**src/rtl/bioc_params.svh**
```systemverilog
// constants of the buffered channel control block
`ifndef BIOC_PARAMS_SVH
`define BIOC_PARAMS_SVH
`define BIOC_WORD_W 24
`define BIOC_ADDR_W 16
`define BIOC_DEV_W 6
`define BIOC_NCH 4
// core block of control words: count at base+2*ch, address at base+2*ch+1
`define BIOC_CW_BASE 16'h0100
// fixed monitor interrupt locations: base+ch
`define BIOC_IRQ_BASE 16'h0040
// factory assignment of the four fast registers (bit = channel, 0-3 in, 4-7 out)
`define BIOC_FAST_CNT_MAP 8'h11
`define BIOC_FAST_ADR_MAP 8'h11
`define BIOC_DEV_RST 6'h00
`define BIOC_WORD_RST 24'h000000
`define BIOC_ADDR_RST 16'h0000
`endif

```
**src/rtl/bioc_pkg.sv**
```systemverilog
// types shared by the buffered channel control block
package bioc_pkg;
  `include "bioc_params.svh"
  typedef logic [`BIOC_WORD_W-1:0] bioc_word_t;
  typedef logic [`BIOC_ADDR_W-1:0] bioc_addr_t;
  typedef enum logic [2:0] {
    ST_IDLE = 3'h0,
    ST_CNT_RD = 3'h1,
    ST_CNT_WR = 3'h3,
    ST_ADR_RD = 3'h2,
    ST_ADR_WR = 3'h6,
    ST_DAT = 3'h7
  } bioc_state_t;
  typedef struct packed {
    logic req;
    logic we;
    bioc_addr_t addr;
    bioc_word_t wdata;
  } bioc_mem_t;
  typedef struct packed {
    logic [1:0] chan;
    bioc_word_t data;
  } bioc_oword_t;
endpackage : bioc_pkg

```
**src/rtl/bioc_skid.sv**
```systemverilog
// two-entry buffer with valid/ready on both sides, all outputs registered
`timescale 1ns/100ps
module bioc_skid #(
  parameter int W = 26
) (
  input wire logic clk_i,
  input wire logic resetn_i,
  input wire logic in_valid_i,
  output logic in_ready_o,
  input wire logic [W-1:0] in_data_i,
  output logic out_valid_o,
  input wire logic out_ready_i,
  output logic [W-1:0] out_data_o
);
  typedef struct packed {
    logic mv;
    logic [W-1:0] md;
    logic sv;
    logic [W-1:0] sd;
  } bioc_skid_st_t;

  bioc_skid_st_t s_r;
  bioc_skid_st_t s_nxt;

  always_comb begin
    s_nxt = s_r;
    if (!s_r.mv || out_ready_i) begin
      // head is free or leaving: spare drains first to keep order
      if (s_r.sv) begin
        s_nxt.mv = 1'b1;
        s_nxt.md = s_r.sd;
        s_nxt.sv = 1'b0;
      end else begin
        s_nxt.mv = in_valid_i;
        s_nxt.md = in_data_i;
      end
    end else if (in_valid_i && !s_r.sv) begin
      s_nxt.sv = 1'b1;
      s_nxt.sd = in_data_i;
    end
  end

  always_ff @(posedge clk_i) begin
    if (!resetn_i) begin
      s_r <= '0;
    end else begin
      s_r <= s_nxt;
    end
  end

  assign in_ready_o = !s_r.sv;
  assign out_valid_o = s_r.mv;
  assign out_data_o = s_r.md;
endmodule : bioc_skid

```
**src/rtl/bioc_chan_ctrl.sv**
```systemverilog
// buffered input/output channel control: cycle stealing word transfers
`timescale 1ns/100ps
`include "bioc_params.svh"
module bioc_chan_ctrl #(
  parameter logic [2*`BIOC_NCH-1:0] FAST_CNT_MAP = `BIOC_FAST_CNT_MAP,
  parameter logic [2*`BIOC_NCH-1:0] FAST_ADR_MAP = `BIOC_FAST_ADR_MAP,
  parameter bioc_pkg::bioc_addr_t CW_BASE = `BIOC_CW_BASE,
  parameter bioc_pkg::bioc_addr_t IRQ_BASE = `BIOC_IRQ_BASE
) (
  input wire logic CLK_I,
  input wire logic RESETN_I,
  // peripheral side
  input wire logic [`BIOC_NCH-1:0] IN_REQ_I,
  input wire logic [`BIOC_NCH-1:0][`BIOC_WORD_W-1:0] IN_DATA_I,
  output logic [`BIOC_NCH-1:0] IN_ACK_O,
  input wire logic [`BIOC_NCH-1:0] OUT_REQ_I,
  output logic OUT_VALID_O,
  input wire logic OUT_READY_I,
  output bioc_pkg::bioc_oword_t OUT_WORD_O,
  output logic [`BIOC_DEV_W-1:0] DEV_ADDR_O,
  // program side
  input wire logic ACT_I,
  input wire logic [2:0] ACT_CHAN_I,
  input wire logic EF_I,
  input wire logic [`BIOC_DEV_W-1:0] EF_DEV_I,
  input wire logic FW_I,
  input wire logic [2:0] FW_CHAN_I,
  input wire logic FW_SEL_ADR_I,
  input wire bioc_pkg::bioc_word_t FW_DATA_I,
  input wire logic LOCKOUT_I,
  input wire logic IRQ_TAKE_I,
  output logic MON_IRQ_O,
  output bioc_pkg::bioc_addr_t MON_VEC_O,
  output logic HOLD_O,
  output logic [2*`BIOC_NCH-1:0] ACTIVE_O,
  // core memory side
  output bioc_pkg::bioc_mem_t MEM_O,
  input wire bioc_pkg::bioc_word_t MEM_RDATA_I,
  input wire logic MEM_ACK_I
);
  // channel index: inputs 0-3, outputs 4-7
  localparam int NCH = `BIOC_NCH;
  localparam int NALL = 2 * `BIOC_NCH;

  typedef struct packed {
    bioc_pkg::bioc_state_t st;
    logic [2:0] cur;
    logic zero;
    bioc_pkg::bioc_addr_t daddr;
    bioc_pkg::bioc_mem_t mem;
    logic hold;
    logic [NALL-1:0] active;
    logic [NALL-1:0] pend;
    logic [NALL-1:0] irq_pend;
    logic irq;
    logic [2:0] irq_ch;
    bioc_pkg::bioc_addr_t vec;
    logic [NCH-1:0] in_ack;
    logic [NALL-1:0] req_m;
    logic [NALL-1:0] req_s;
    logic [NALL-1:0] req_p;
    logic [NCH-1:0][`BIOC_WORD_W-1:0] din_m;
    logic [NCH-1:0][`BIOC_WORD_W-1:0] din_s;
    logic rdy_m;
    logic rdy_s;
    logic push;
    bioc_pkg::bioc_oword_t push_w;
    logic [`BIOC_DEV_W-1:0] dev;
    logic [NALL-1:0][`BIOC_WORD_W-1:0] fcnt;
    logic [NALL-1:0][`BIOC_WORD_W-1:0] fadr;
  } bioc_core_st_t;

  bioc_core_st_t s_r;
  bioc_core_st_t s_nxt;
  // room in the output buffer for one more word
  logic buf_rdy;

  // one memory access, held until acknowledged
  function automatic bioc_pkg::bioc_mem_t mk_acc(input logic we,
                                                 input bioc_pkg::bioc_addr_t addr,
                                                 input bioc_pkg::bioc_word_t wdata);
    bioc_pkg::bioc_mem_t m;
    m.req = 1'b1;
    m.we = we;
    m.addr = addr;
    m.wdata = wdata;
    return m;
  endfunction : mk_acc

  // core location of a control word: word 0 count, word 1 address
  function automatic bioc_pkg::bioc_addr_t cw_addr(input logic [2:0] ch,
                                                   input logic word);
    return CW_BASE + bioc_pkg::bioc_addr_t'({ch, word});
  endfunction : cw_addr

  // data cycle: input writes the peripheral word, output reads memory
  function automatic bioc_pkg::bioc_mem_t dat_acc(input logic [2:0] ch,
                                                  input bioc_pkg::bioc_addr_t addr,
                                                  input bioc_pkg::bioc_word_t din);
    return mk_acc(!ch[2], addr, din);
  endfunction : dat_acc

  always_comb begin
    logic [NALL-1:0] rise;
    logic [NALL-1:0] cand;
    logic [NALL-1:0] pclr;
    logic [NALL-1:0] arm;
    logic [NALL-1:0] iclr;
    logic [2:0] pick;
    logic found;
    logic [2:0] ich;
    logic ifound;
    bioc_pkg::bioc_word_t v;
    rise = '0;
    cand = '0;
    pclr = '0;
    arm = '0;
    iclr = '0;
    pick = 3'h0;
    found = 1'b0;
    ich = 3'h0;
    ifound = 1'b0;
    v = `BIOC_WORD_RST;
    s_nxt = s_r;

    // pin synchronisers; the first stage is never looked at
    s_nxt.req_m = {OUT_REQ_I, IN_REQ_I};
    s_nxt.req_s = s_r.req_m;
    s_nxt.req_p = s_r.req_s;
    s_nxt.din_m = IN_DATA_I;
    s_nxt.din_s = s_r.din_m;
    s_nxt.rdy_m = OUT_READY_I;
    s_nxt.rdy_s = s_r.rdy_m;
    s_nxt.push = 1'b0;

    // a new request is recorded on its rising edge while active
    rise = s_r.req_s & ~s_r.req_p & s_r.active;
    // output channels wait for buffer room, so a stalled receiver loses nothing
    cand = s_r.pend & s_r.active
         & {{NCH{buf_rdy & !s_r.push}}, {NCH{1'b1}}};
    for (int i = 0; i < NALL; i++) begin
      if (cand[i] && !found) begin
        found = 1'b1;
        pick = 3'(i);
      end
    end

    // input ack stays up until the peripheral drops its request
    s_nxt.in_ack = s_r.in_ack & s_r.req_s[NCH-1:0];

    // program loads fast control words only while the channel is idle
    // a load aimed at an active channel is dropped without any sign
    if (FW_I && !s_r.active[FW_CHAN_I]) begin
      if (FW_SEL_ADR_I) begin
        s_nxt.fadr[FW_CHAN_I] = FW_DATA_I;
      end else begin
        s_nxt.fcnt[FW_CHAN_I] = FW_DATA_I;
      end
    end
    if (EF_I) begin
      s_nxt.dev = EF_DEV_I;
    end

    unique case (s_r.st)
      bioc_pkg::ST_IDLE: begin
        if (found) begin
          s_nxt.cur = pick;
          s_nxt.hold = 1'b1;
          pclr[pick] = 1'b1;
          if (FAST_CNT_MAP[pick]) begin
            v = s_r.fcnt[pick] - `BIOC_WORD_W'(1);
            s_nxt.fcnt[pick] = v;
            s_nxt.zero = (v == `BIOC_WORD_RST);
            if (FAST_ADR_MAP[pick]) begin
              s_nxt.daddr = s_r.fadr[pick][`BIOC_ADDR_W-1:0];
              s_nxt.fadr[pick] = s_r.fadr[pick] + `BIOC_WORD_W'(1);
              s_nxt.mem = dat_acc(pick, s_r.fadr[pick][`BIOC_ADDR_W-1:0],
                                  s_r.din_s[pick[1:0]]);
              s_nxt.st = bioc_pkg::ST_DAT;
            end else begin
              s_nxt.mem = mk_acc(1'b0, cw_addr(pick, 1'b1), `BIOC_WORD_RST);
              s_nxt.st = bioc_pkg::ST_ADR_RD;
            end
          end else begin
            s_nxt.mem = mk_acc(1'b0, cw_addr(pick, 1'b0), `BIOC_WORD_RST);
            s_nxt.st = bioc_pkg::ST_CNT_RD;
          end
        end
      end
      bioc_pkg::ST_CNT_RD: begin
        if (MEM_ACK_I) begin
          // modify between read and restore of the same core cycle
          // a count read as zero wraps round; no special case
          v = MEM_RDATA_I - `BIOC_WORD_W'(1);
          s_nxt.zero = (v == `BIOC_WORD_RST);
          s_nxt.mem = mk_acc(1'b1, s_r.mem.addr, v);
          s_nxt.st = bioc_pkg::ST_CNT_WR;
        end
      end
      bioc_pkg::ST_CNT_WR: begin
        if (MEM_ACK_I) begin
          if (FAST_ADR_MAP[s_r.cur]) begin
            s_nxt.daddr = s_r.fadr[s_r.cur][`BIOC_ADDR_W-1:0];
            s_nxt.fadr[s_r.cur] = s_r.fadr[s_r.cur] + `BIOC_WORD_W'(1);
            s_nxt.mem = dat_acc(s_r.cur, s_r.fadr[s_r.cur][`BIOC_ADDR_W-1:0],
                                s_r.din_s[s_r.cur[1:0]]);
            s_nxt.st = bioc_pkg::ST_DAT;
          end else begin
            s_nxt.mem = mk_acc(1'b0, cw_addr(s_r.cur, 1'b1), `BIOC_WORD_RST);
            s_nxt.st = bioc_pkg::ST_ADR_RD;
          end
        end
      end
      bioc_pkg::ST_ADR_RD: begin
        if (MEM_ACK_I) begin
          // full-width increment; only the low bits address memory
          s_nxt.daddr = MEM_RDATA_I[`BIOC_ADDR_W-1:0];
          s_nxt.mem = mk_acc(1'b1, s_r.mem.addr,
                             MEM_RDATA_I + `BIOC_WORD_W'(1));
          s_nxt.st = bioc_pkg::ST_ADR_WR;
        end
      end
      bioc_pkg::ST_ADR_WR: begin
        if (MEM_ACK_I) begin
          // saved pre-increment address drives the data cycle
          s_nxt.mem = dat_acc(s_r.cur, s_r.daddr, s_r.din_s[s_r.cur[1:0]]);
          s_nxt.st = bioc_pkg::ST_DAT;
        end
      end
      bioc_pkg::ST_DAT: begin
        if (MEM_ACK_I) begin
          s_nxt.mem.req = 1'b0;
          s_nxt.hold = 1'b0;
          s_nxt.st = bioc_pkg::ST_IDLE;
          // output word reaches the buffer one cycle later
          if (s_r.cur[2]) begin
            s_nxt.push = 1'b1;
            s_nxt.push_w.chan = s_r.cur[1:0];
            s_nxt.push_w.data = MEM_RDATA_I;
          end else begin
            s_nxt.in_ack[s_r.cur[1:0]] = 1'b1;
          end
          // the word still moves; only then does the channel stop
          if (s_r.zero) begin
            s_nxt.active[s_r.cur] = 1'b0;
            arm[s_r.cur] = 1'b1;
          end
        end
      end
      // unused state codes fall back to idle
      default: begin
        s_nxt.st = bioc_pkg::ST_IDLE;
        s_nxt.mem.req = 1'b0;
        s_nxt.hold = 1'b0;
      end
    endcase

    // activate after the sequencer so a fresh activation is never lost
    if (ACT_I) begin
      s_nxt.active[ACT_CHAN_I] = 1'b1;
    end
    s_nxt.pend = (s_r.pend & ~pclr) | rise;

    // monitor interrupt: lowest pending channel, held off by lockout
    for (int i = 0; i < NALL; i++) begin
      if (s_r.irq_pend[i] && !ifound) begin
        ifound = 1'b1;
        ich = 3'(i);
      end
    end
    // a shown interrupt drops under lockout but stays pending
    if (s_r.irq && IRQ_TAKE_I) begin
      s_nxt.irq = 1'b0;
      iclr[s_r.irq_ch] = 1'b1;
    end else if (LOCKOUT_I) begin
      s_nxt.irq = 1'b0;
    end else if (!s_r.irq && ifound) begin
      s_nxt.irq = 1'b1;
      s_nxt.irq_ch = ich;
      s_nxt.vec = IRQ_BASE + bioc_pkg::bioc_addr_t'(ich);
    end
    // a new arm wins over a clear in the same cycle
    s_nxt.irq_pend = (s_r.irq_pend & ~iclr) | arm;
  end


  // one register for the whole state; reset clears every field
  always_ff @(posedge CLK_I) begin
    if (!RESETN_I) begin
      s_r <= '0;
    end else begin
      s_r <= s_nxt;
    end
  end

  // spare entry absorbs the late, synchronised ready
  bioc_skid #(
    .W($bits(bioc_pkg::bioc_oword_t))
  ) u_obuf (
    .clk_i(CLK_I),
    .resetn_i(RESETN_I),
    .in_valid_i(s_r.push),
    .in_ready_o(buf_rdy),
    .in_data_i(s_r.push_w),
    .out_valid_o(OUT_VALID_O),
    .out_ready_i(s_r.rdy_s),
    .out_data_o(OUT_WORD_O)
  );


  // every output straight from a register
  assign IN_ACK_O = s_r.in_ack;
  assign DEV_ADDR_O = s_r.dev;
  assign MON_IRQ_O = s_r.irq;
  assign MON_VEC_O = s_r.vec;
  assign HOLD_O = s_r.hold;
  assign ACTIVE_O = s_r.active;
  assign MEM_O = s_r.mem;
endmodule : bioc_chan_ctrl

```
**config.mk**
```make
export PLATFORM = sky130hd
export DESIGN_NAME = bioc_chan_ctrl
export DESIGN_NICKNAME = d
export VERILOG_FILES = /design/src/rtl/bioc_pkg.sv /design/src/rtl/bioc_skid.sv /design/src/rtl/bioc_chan_ctrl.sv
export VERILOG_INCLUDE_DIRS = /design/src /design/src/rtl
export SDC_FILE = /design/constraint.sdc
export NUM_CORES = 2
export LEC_CHECK = 0
export ABC_AREA = 1
export BUFFER_PORTS_ARGS = -buffer_cell sky130_fd_sc_hd__buf_2
export CORE_MARGIN = 5
export CORE_UTILIZATION = 35
export DETAILED_ROUTE_END_ITERATION = 10
export PLACE_DENSITY = 0.55
export SYNTH_ARGS = -nofsm -noshare
export SYNTH_HDL_FRONTEND = slang
export SYNTH_HIERARCHICAL = 1
export SYNTH_SLANG_ARGS = --single-unit
```
**constraint.sdc**
```tcl
create_clock -name CLK_I -period 3.2 [get_ports CLK_I]
set_input_delay 0 -clock CLK_I [delete_from_list [all_inputs] [get_ports CLK_I]]
set_output_delay 0 -clock CLK_I [all_outputs]
set_load 0.01 [all_outputs]
```
== Word-level counts from Yosys, hierarchy flattened ==
Memory sizes are Yosys's and may differ from the RTL's. A register that Yosys moved wholly into a read port is not among the register bits.
Cells that the tools add are included.

* Bits in writable memories: 0
* Bits in latches: 0
* Bits of input ports: 174
* ROM bits: 16
* Logic and storage cells: 295
* Memories kept: 2
* Flip-flop bits (word level): 803
* Output and inout bits: 105

* Multiplexer cells: 115
* Magnitude comparators: 13
* Shift-type cells: 0
* Div/mod/pow operators: 0
* Add/subtract/negate cells: 8
* Bitwise gates (word level): 24
* Reduce and logical (&&, ||, !) cells: 67
* Multiply operators: 0
* Eq/ne operators: 13

{| class="wikitable"
|+ Memories
! memory !! words !! width !! rd ports !! clocked after memory_dff !! write ports !! RTL line !! RTL
|-
| (no name shown) || 8 || 1 || 1 || 1 || 0 || bioc_chan_ctrl.sv:202 || <nowiki>if (FAST_ADR_MAP[s_r.cur]) begin</nowiki>
|-
| (no name shown) || 8 || 1 || 1 || 0 || 0 || bioc_chan_ctrl.sv:174 || <nowiki>if (FAST_ADR_MAP[pick]) begin</nowiki>
|}

{| class="wikitable"
|+ Operator list
! cell !! count
|-
| two-way mux 384 bit || 3
|-
| bitwise mux 192 bit || 5
|-
| two-way mux 192 bit || 5
|-
| one-hot mux 192 bit (2 select lines) || 1
|-
| binary-select mux 24 bit (select 3 bit) || 3
|-
| demux 24 bit (select 3 bit) || 3
|-
| one-hot mux 41 bit (5 select lines) || 1
|-
| two-way mux 24 bit || 8
|-
| two-way mux 58 bit || 2
|-
| binary-select mux 24 bit (select 2 bit) || 2
|-
| two-way mux 42 bit || 2
|-
| two-way mux 41 bit || 2
|-
| adder 24 x 1 -> 24 bit, second input constant || 3
|-
| two-way mux 8 bit || 9
|-
| two-way mux 66 bit || 1
|-
| two-way mux 3 bit || 21
|-
| AND 8 bit || 7
|-
| two-way mux 27 bit || 2
|-
| logical NOT 24 bit || 2
|-
| one-hot mux 16 bit (3 select lines) || 1
|-
| subtractor 24 x 1 -> 24 bit, second input constant || 2
|-
| inverter 8 bit || 4
|-
| two-way mux 1 bit || 28
|-
| logical AND 1 bit || 24
|-
| other kinds (39) || 99
|}

== Longest topological paths before layout ==
* Word-level depth: 34
* Mapped depth: 28
* Depth with buffers taken out: 26

== Hierarchy ==
Netlist, hierarchy kept.

{| class="wikitable"
|+ By module, submodules not included
! module !! cells each !! seq. area each (sq um) !! instances !! area each (sq um)
|-
| bioc_chan_ctrl || 4794 || 13432.9 || 1 || 33179.3
|-
| bioc_skid || 377 || 1081.0 || 1 || 2581.2
|}

== Worst setup path after synthesis ==
OpenSTA, ideal clock, no wires.

* Path type: reg-to-reg
* Start point: register s_r[744] (netlist bit)
* End point: register s_r[12] (netlist bit)
* Clock period less this slack: 2.995 ns
* Data required time: 3.068 ns
* Path buffers: 2
* Stages on the path, launching flop included: 21
* Slack: 0.205 ns
* Setup time: 0.132 ns
* Arrival: 2.863 ns
* Cell sequence: dfxtp_1 > inv_1 > nor2_1 > inv_2 > buf_1 > o22ai_1 > a221oi_1 > nand2_1 > nand2_1 > clkbuf_1 > inv_1 > ha_1 > nand2_1 > nor2_1 > nand4_1 > nor2_1 > nand2_1 > xor2_1 > o21ai_0 > inv_1 > a21oi_1

* Longest elaborated chain between the ends: 8
* Elaborated cells between the ends (all ways): 12
* Classes of those cells: 1 x add/sub; 2 x order compare; 8 x mux; 1 x reduce/logical

{| class="wikitable"
|+ Ends and longest elaborated chain
! element !! RTL line !! RTL
|-
| from (decl) || bioc_chan_ctrl.sv:73 || <nowiki>bioc_core_st_t s_r;</nowiki>
|-
| from (signal assigned) || bioc_chan_ctrl.sv:292 || <nowiki>s_r <= s_nxt;</nowiki>
|-
| parallel branches: the longest is 4 deep, another holds adder 24 x 1 -> 24 bit || -- ||
|-
| bitwise mux 192 bit * || bioc_chan_ctrl.sv:204 || <nowiki>s_nxt.fadr[s_r.cur] = s_r.fadr[s_r.cur] + `BIOC_WORD_W'(1);</nowiki>
|-
| two-way mux 192 bit * || bioc_chan_ctrl.sv:202 ||
|-
| two-way mux 192 bit * || bioc_chan_ctrl.sv:201 || <nowiki>if (MEM_ACK_I) begin</nowiki>
|-
| one-hot mux 192 bit (2 select lines) * || bioc_chan_ctrl.sv:164 || <nowiki>unique case (s_r.st)</nowiki>
|}

Every way passes the cells marked *. The select of a mux whose other input is x is not followed.
A chain may end at the register's enable or synchronous reset.

== Worst setup path after layout ==
* Start point: register s_r[667] (netlist bit)
* End point: register s_r[742] (netlist bit)

* Longest elaborated chain between the ends: 31
* Elaborated cells between the ends (all ways): 43
* Classes of those cells: 1 x add/sub; 2 x eq/ne; 21 x mux; 2 x bitwise; 16 x reduce/logical; 1 x memory

{| class="wikitable"
|+ Ends and longest elaborated chain
! element !! RTL line !! RTL
|-
| AND 8 bit * || bioc_chan_ctrl.sv:139 || <nowiki>cand = s_r.pend & s_r.active</nowiki>
|-
| AND 8 bit * || bioc_chan_ctrl.sv:140 || <nowiki>& {{NCH{buf_rdy & !s_r.push}}, {NCH{1'b1}}};</nowiki>
|-
| two-way mux 1 bit * || bioc_chan_ctrl.sv:142 || <nowiki>if (cand[i] && !found) begin</nowiki>
|-
| logical NOT 1 bit || bioc_chan_ctrl.sv:142 ||
|-
| logical AND 1 bit || bioc_chan_ctrl.sv:142 ||
|-
| two-way mux 1 bit || bioc_chan_ctrl.sv:142 ||
|-
| logical NOT 1 bit || bioc_chan_ctrl.sv:142 ||
|-
| logical AND 1 bit || bioc_chan_ctrl.sv:142 ||
|-
| [... 15 more ...] || -- ||
|-
| two-way mux 3 bit || bioc_chan_ctrl.sv:142 ||
|-
| binary-select mux 24 bit (select 3 bit) || bioc_chan_ctrl.sv:171 || <nowiki>v = s_r.fcnt[pick] - `BIOC_WORD_W'(1);</nowiki>
|-
| two-way mux 24 bit (not written as such) || bioc_chan_ctrl.sv:171 ||
|-
| subtractor 24 x 1 -> 24 bit || bioc_chan_ctrl.sv:171 ||
|-
| logical NOT 24 bit (no source line) || -- ||
|-
| two-way mux 17 bit || bioc_chan_ctrl.sv:170 || <nowiki>if (FAST_CNT_MAP[pick]) begin</nowiki>
|-
| two-way mux 66 bit || bioc_chan_ctrl.sv:166 || <nowiki>if (found) begin</nowiki>
|-
| one-hot mux 1 bit (2 select lines) || bioc_chan_ctrl.sv:164 ||
|}

Every way passes the cells marked *; elsewhere a longest branch is shown, timed or not. The select of a mux whose other input is x is not followed.

==> key figures <==
Worst setup path
  • Maximum single-stage delay on the critical path: about 0.35 ns
  • CP required: 3.80 ns
  • Family of cells with the greatest summed delay on the critical path: simple AND/OR/NAND/NOR gates
  • Critical Path End: s_r[742]$_SDFFE_PN0P_
  • Crit-path slowest cell: dfxtp_2
  • Startpoint of the most critical setup path: s_r[667]$_SDFF_PN0_
  • Logic depth of the worst register-to-register path: 26
  • Register-to-Register Setup Slack: -0.04 ns
  • Worst flop-to-flop path endpoint: s_r[742]$_SDFFE_PN0P_
  • Most used cell along the critical path: nand2_1
  • Buffers & Inverters on Critical Path: 6
  • Type of the worst setup path: reg2reg
  • CP arrival: 3.84 ns
  • Levels on crit path: 26
  • Reg2reg start: s_r[667]$_SDFF_PN0_
  • Critical Path End Type: flip-flop
  • Worst setup SP type: flip-flop
  • Largest fanout of any net on the critical path: 11

Floorplan
  • Overall die area: 108,700 um2
  • Initial Utilization: 0.3520
  • Placeable core region: roughly 100,000 um2
  • Die height: 329.6 um
  • Std cell rows: between 100 and 150
  • Io pins: about 280
  • Horizontal extent of the die: 329.6 um

Clocking
  • H-tree Lvls: 3
  • CTS tree: yes
  • Cell at the root of the clock tree: clkbuf_16
  • Number of buffers created by CTS: between 80 and 90
  • Insertion delay of the later-clocked pin in the worst-skew pair: about 0.69 ns
  • Clock slew at the register clock pins of the worst setup and hold paths: ~0.07 ns
  • Clock sink total: 725
  • Maximum number of buffers from clock root to sink: 3

Synth
  • Simple-Gate Fraction of Synth Area: 0.2145
  • Synth top area cells: dfxtp_1 41%, nand2_1 12%, inv_1 8.2%, o21ai_0 6.6%, a21oi_1 5.7%
  • Flip-flop and latch count after synthesis: ~730
  • Proportion of synthesized area in mux cells: 0.01232
  • Most used flip-flop cell after synthesis: dfxtp_1
  • Dominant combinational cell family by area after synthesis: simple AND/OR/NAND/NOR gates
  • Fraction of synthesized cell area taken by the top area cell type: 0.4059
  • Share of the synthesized netlist area taken by xor and xnor gates: 0.01050
  • Most common cell in the synthesized netlist: nand2_1
  • Combined area of all synthesized cells: between 30,000 and 40,000 um2
  • Synth Area in Compound Gates: 0.2099
  • Post-synth top area cell: dfxtp_1
  • Average instance area after synthesis: just under 7 um2
  • Most frequent cells after synthesis: 1,107 x nand2_1, 781 x inv_1, 725 x dfxtp_1, 474 x o21ai_0, 406 x a21oi_1
  • Post-Synthesis Cells: 5,171
  • Number of unique standard cell types used by synthesis: 69
  • Number of synthesis warnings: 6
  • Sequential cell area fraction in the yosys report: 0.4059
  • Adder-cell area share of the yosys netlist: 0.002449
  • Share of synthesized flip-flops with an asynchronous set or reset: 0
  • Number of flops mapped to enable cells by yosys: 0

Layout
  • Synthesis-to-finish area growth: 30.12%
  • Utilization after layout: 0.4580
  • Number of fill cells in the layout: 10,400
  • Nets@finish: about 6,000
  • Proportion of layout cells with a drive suffix above 1: 0.1918
  • Final Non-Filler Cells: 7,213

Placement
  • GP Congestion: about 0.96
  • HPWL reported at the end of detailed placement: around 100,000 um
  • DP Cell Count: between 6,000 and 7,000
  • Post-Place Setup Slack: -0.2012 ns
  • Port bufs: 266

Hold path
  • WHS Path Cells: 6
  • Min-Delay Path Class: in2reg

Pwr
  • Max VDD drop: around 0.37 mV
  • Leakage power summed over all cells: 0.02228 uW
  • Overall Power: 21,490 uW
  • Power density of the placed cells: 461.9 nW/um2

Detailed routing
  • Detailed-route wire length: about 140,000 um
  • Count of routing violations after the opening detailed-route iteration: 3,648
  • Avg WL per Cell: ~20 um
  • Detailed-route DRC error count: 0
  • Antenna Nets Post-Route: 0
  • Vias per inst: between 5 and 6
  • DRT Pass-1 Iters: 8
  • Vias after detailed routing: 36,580

Timing
  • Max Transition Viols Final: 0
  • Worst relative slew slack: 0.1489
  • Worst setup slack after layout: -0.04209 ns
  • Final min period: 3.242 ns
  • Final clock period utilization by the worst path: 1.013
  • Unrepaired setup endpoints after global routing: yes
  • Total negative slack for setup checks: -0.05127 ns
  • Actual slew at the worst max-slew pin: about 1.3 ns
  • Number of setup violations in the final report: 2
  • Clk_skew: ~0.036 ns
  • Peak clock frequency supported by timing: 0.3084 GHz
  • Final Hold Violating Endpoints: 0

Flow run
  • Maximum Capacitance Violations: 0

GRT
  • Total grt overflow: 0
  • Number of global-route vias before repair: roughly 34,000
  • First-pass GRT wire length: roughly 210,000 um
  • Tot GR Track Use: 0.2516
  • Pin count of the biggest net entering global routing: about 250
  • Number of antenna violations at the first check in global routing: 7

Status
  • Run status: finished, violations left
  • Violations in the final reports: setup timing
## flip-flops by register name, summed over array words and instances (netlist names), named ones only
name,count
s_r,493
s_nxt,113
MEM_O,42
u_obuf/s_r,27
u_obuf/out_data_o,26
ACTIVE_O,8
DEV_ADDR_O,6
IN_ACK_O,4
MON_VEC_O,2
HOLD_O,1
MON_IRQ_O,1
u_obuf/out_valid_o,1
## per-layer routing
metal | global-route usage | part of all wire
met1 | 0.3591 | 0.46
met2 | 0.3854 | 0.43
met3 | 0.04579 | 0.077
met4 | 0.08156 | 0.031
met5 | 0 | 0.000091
## cell families (layout without fill, tap and decap cells)
family | count (synthesis) | count (layout)
mux | 44 | 44
flops | 725 | 725
fa+ha+maj | 7 | 7
buf+inv | 1218 | 1876
xor+xnor | 42 | 42
simple gates | 1835 | 1835
other cells | 1 | 17
compound gates | 1299 | 1299
## where the power goes
part	switching, uW	internal [uW]
Combinational	1040	729
Sequential	97.3	9250
Clock	4260	6120
## worst reg2reg max path, stage by stage, from the launching register on
cell	delay (ns)
dfxtp_2	0.35
nand2_4	0.07
nand2_4	0.07
nor2_4	0.04
buf_12	0.14
nand3_4	0.12
nand2_4	0.07
inv_2	0.07
o21ai_4	0.06
buf_6	0.13
bufbuf_16	0.28
nand2_1	0.06
nand2_1	0.04
nand2_1	0.07
nand2_2	0.07
nor2_4	0.12
buf_6	0.13
nand2_2	0.06
nor2_4	0.23
nand3_2	0.13
buf_4	0.15
xor2_1	0.15
nor2_1	0.12
nand2_1	0.08
nor2_1	0.11
nand2_1	0.09
a21oi_2	0.14
## how the worst min path moves through the flow
stage | startpoint | end | slack, ns
floorplan | OUT_READY_I | s_nxt[417]$_SDFF_PN0_ | 0.1
global placement | OUT_READY_I | s_nxt[417]$_SDFF_PN0_ | 0.18
detailed placement | IN_DATA_I[65] | s_nxt[484]$_SDFF_PN0_ | 0.18
CTS | IN_DATA_I[89] | s_nxt[508]$_SDFF_PN0_ | 0.001
global route | IN_DATA_I[25] | s_nxt[444]$_SDFF_PN0_ | 0.05
finish | FW_CHAN_I[1] | s_r[39]$_SDFF_PN0_ | 0.04
## per-stage QoR
stage                     hold slack, ns  cell area (um2)
after global placement            0.1836            40420
after floorplan                  0.09763            35800
final                            0.04492            46530
after CTS                       0.001464            45630
after global routing             0.04782            46520
after detailed placement          0.1828            40420
## what timing repair did
action / 4_1_cts / 5_1_grt
hold buffers: 199 / 0
setup buffers: 5 / 27
setup endpoints to repair: 52 / 95
endpoints found under the hold margin: 542 / 0
pin swaps: 16 / 79
gates cloned: 2 / 2
resized for setup: 44 / 176
## placed cells by master, fill, tap and decap left out, types with 14 or more instances in the layout
cell           netlist  routed
nand2_1           1107    1061
inv_1              781     772
dfxtp_1            725     713
o21ai_0            474     470
a21oi_1            406     397
buf_4              109     370
nor2_1             384     343
buf_2               28     265
dlygate4sd3_1        0     199
nand3_1            174     163
clkbuf_16            0      87
o211ai_1            79      79
a221oi_1            64      61
o22ai_1             61      60
nand2_2             20      55
a31oi_1             49      49
buf_12               0      47
mux2i_1             44      44
nor2_2              24      39
nor3_1              40      38
nor2_4              11      37
a22oi_1             37      37
xor2_1              38      34
o21ai_1             31      30
inv_2               20      27
nand4_1             24      24
o221ai_1            21      20
clkinv_2             0      20
buf_6               18      19
a211oi_1            20      16
clkbuf_1           232      15
clkbuf_8             0      15
nand3b_1            14      14
## layout make-up
| cell class | count | area, um2 | area share |
|---|---|---|---|
| multi-input combinational | 3239 | 16800 | 0.3610 |
| sequential | 725 | 14530 | 0.3122 |
| timing repair buffer | 909 | 7436 | 0.1598 |
| inverter | 810 | 3048 | 0.06550 |
| clock buffer | 115 | 2390 | 0.05136 |
| tap | 1368 | 1712 | 0.03679 |
| clock inverter | 42 | 604.3 | 0.01299 |
| antenna | 5 | 12.51 | 0.0002689 |
Power figures use the tool's default switching activity.
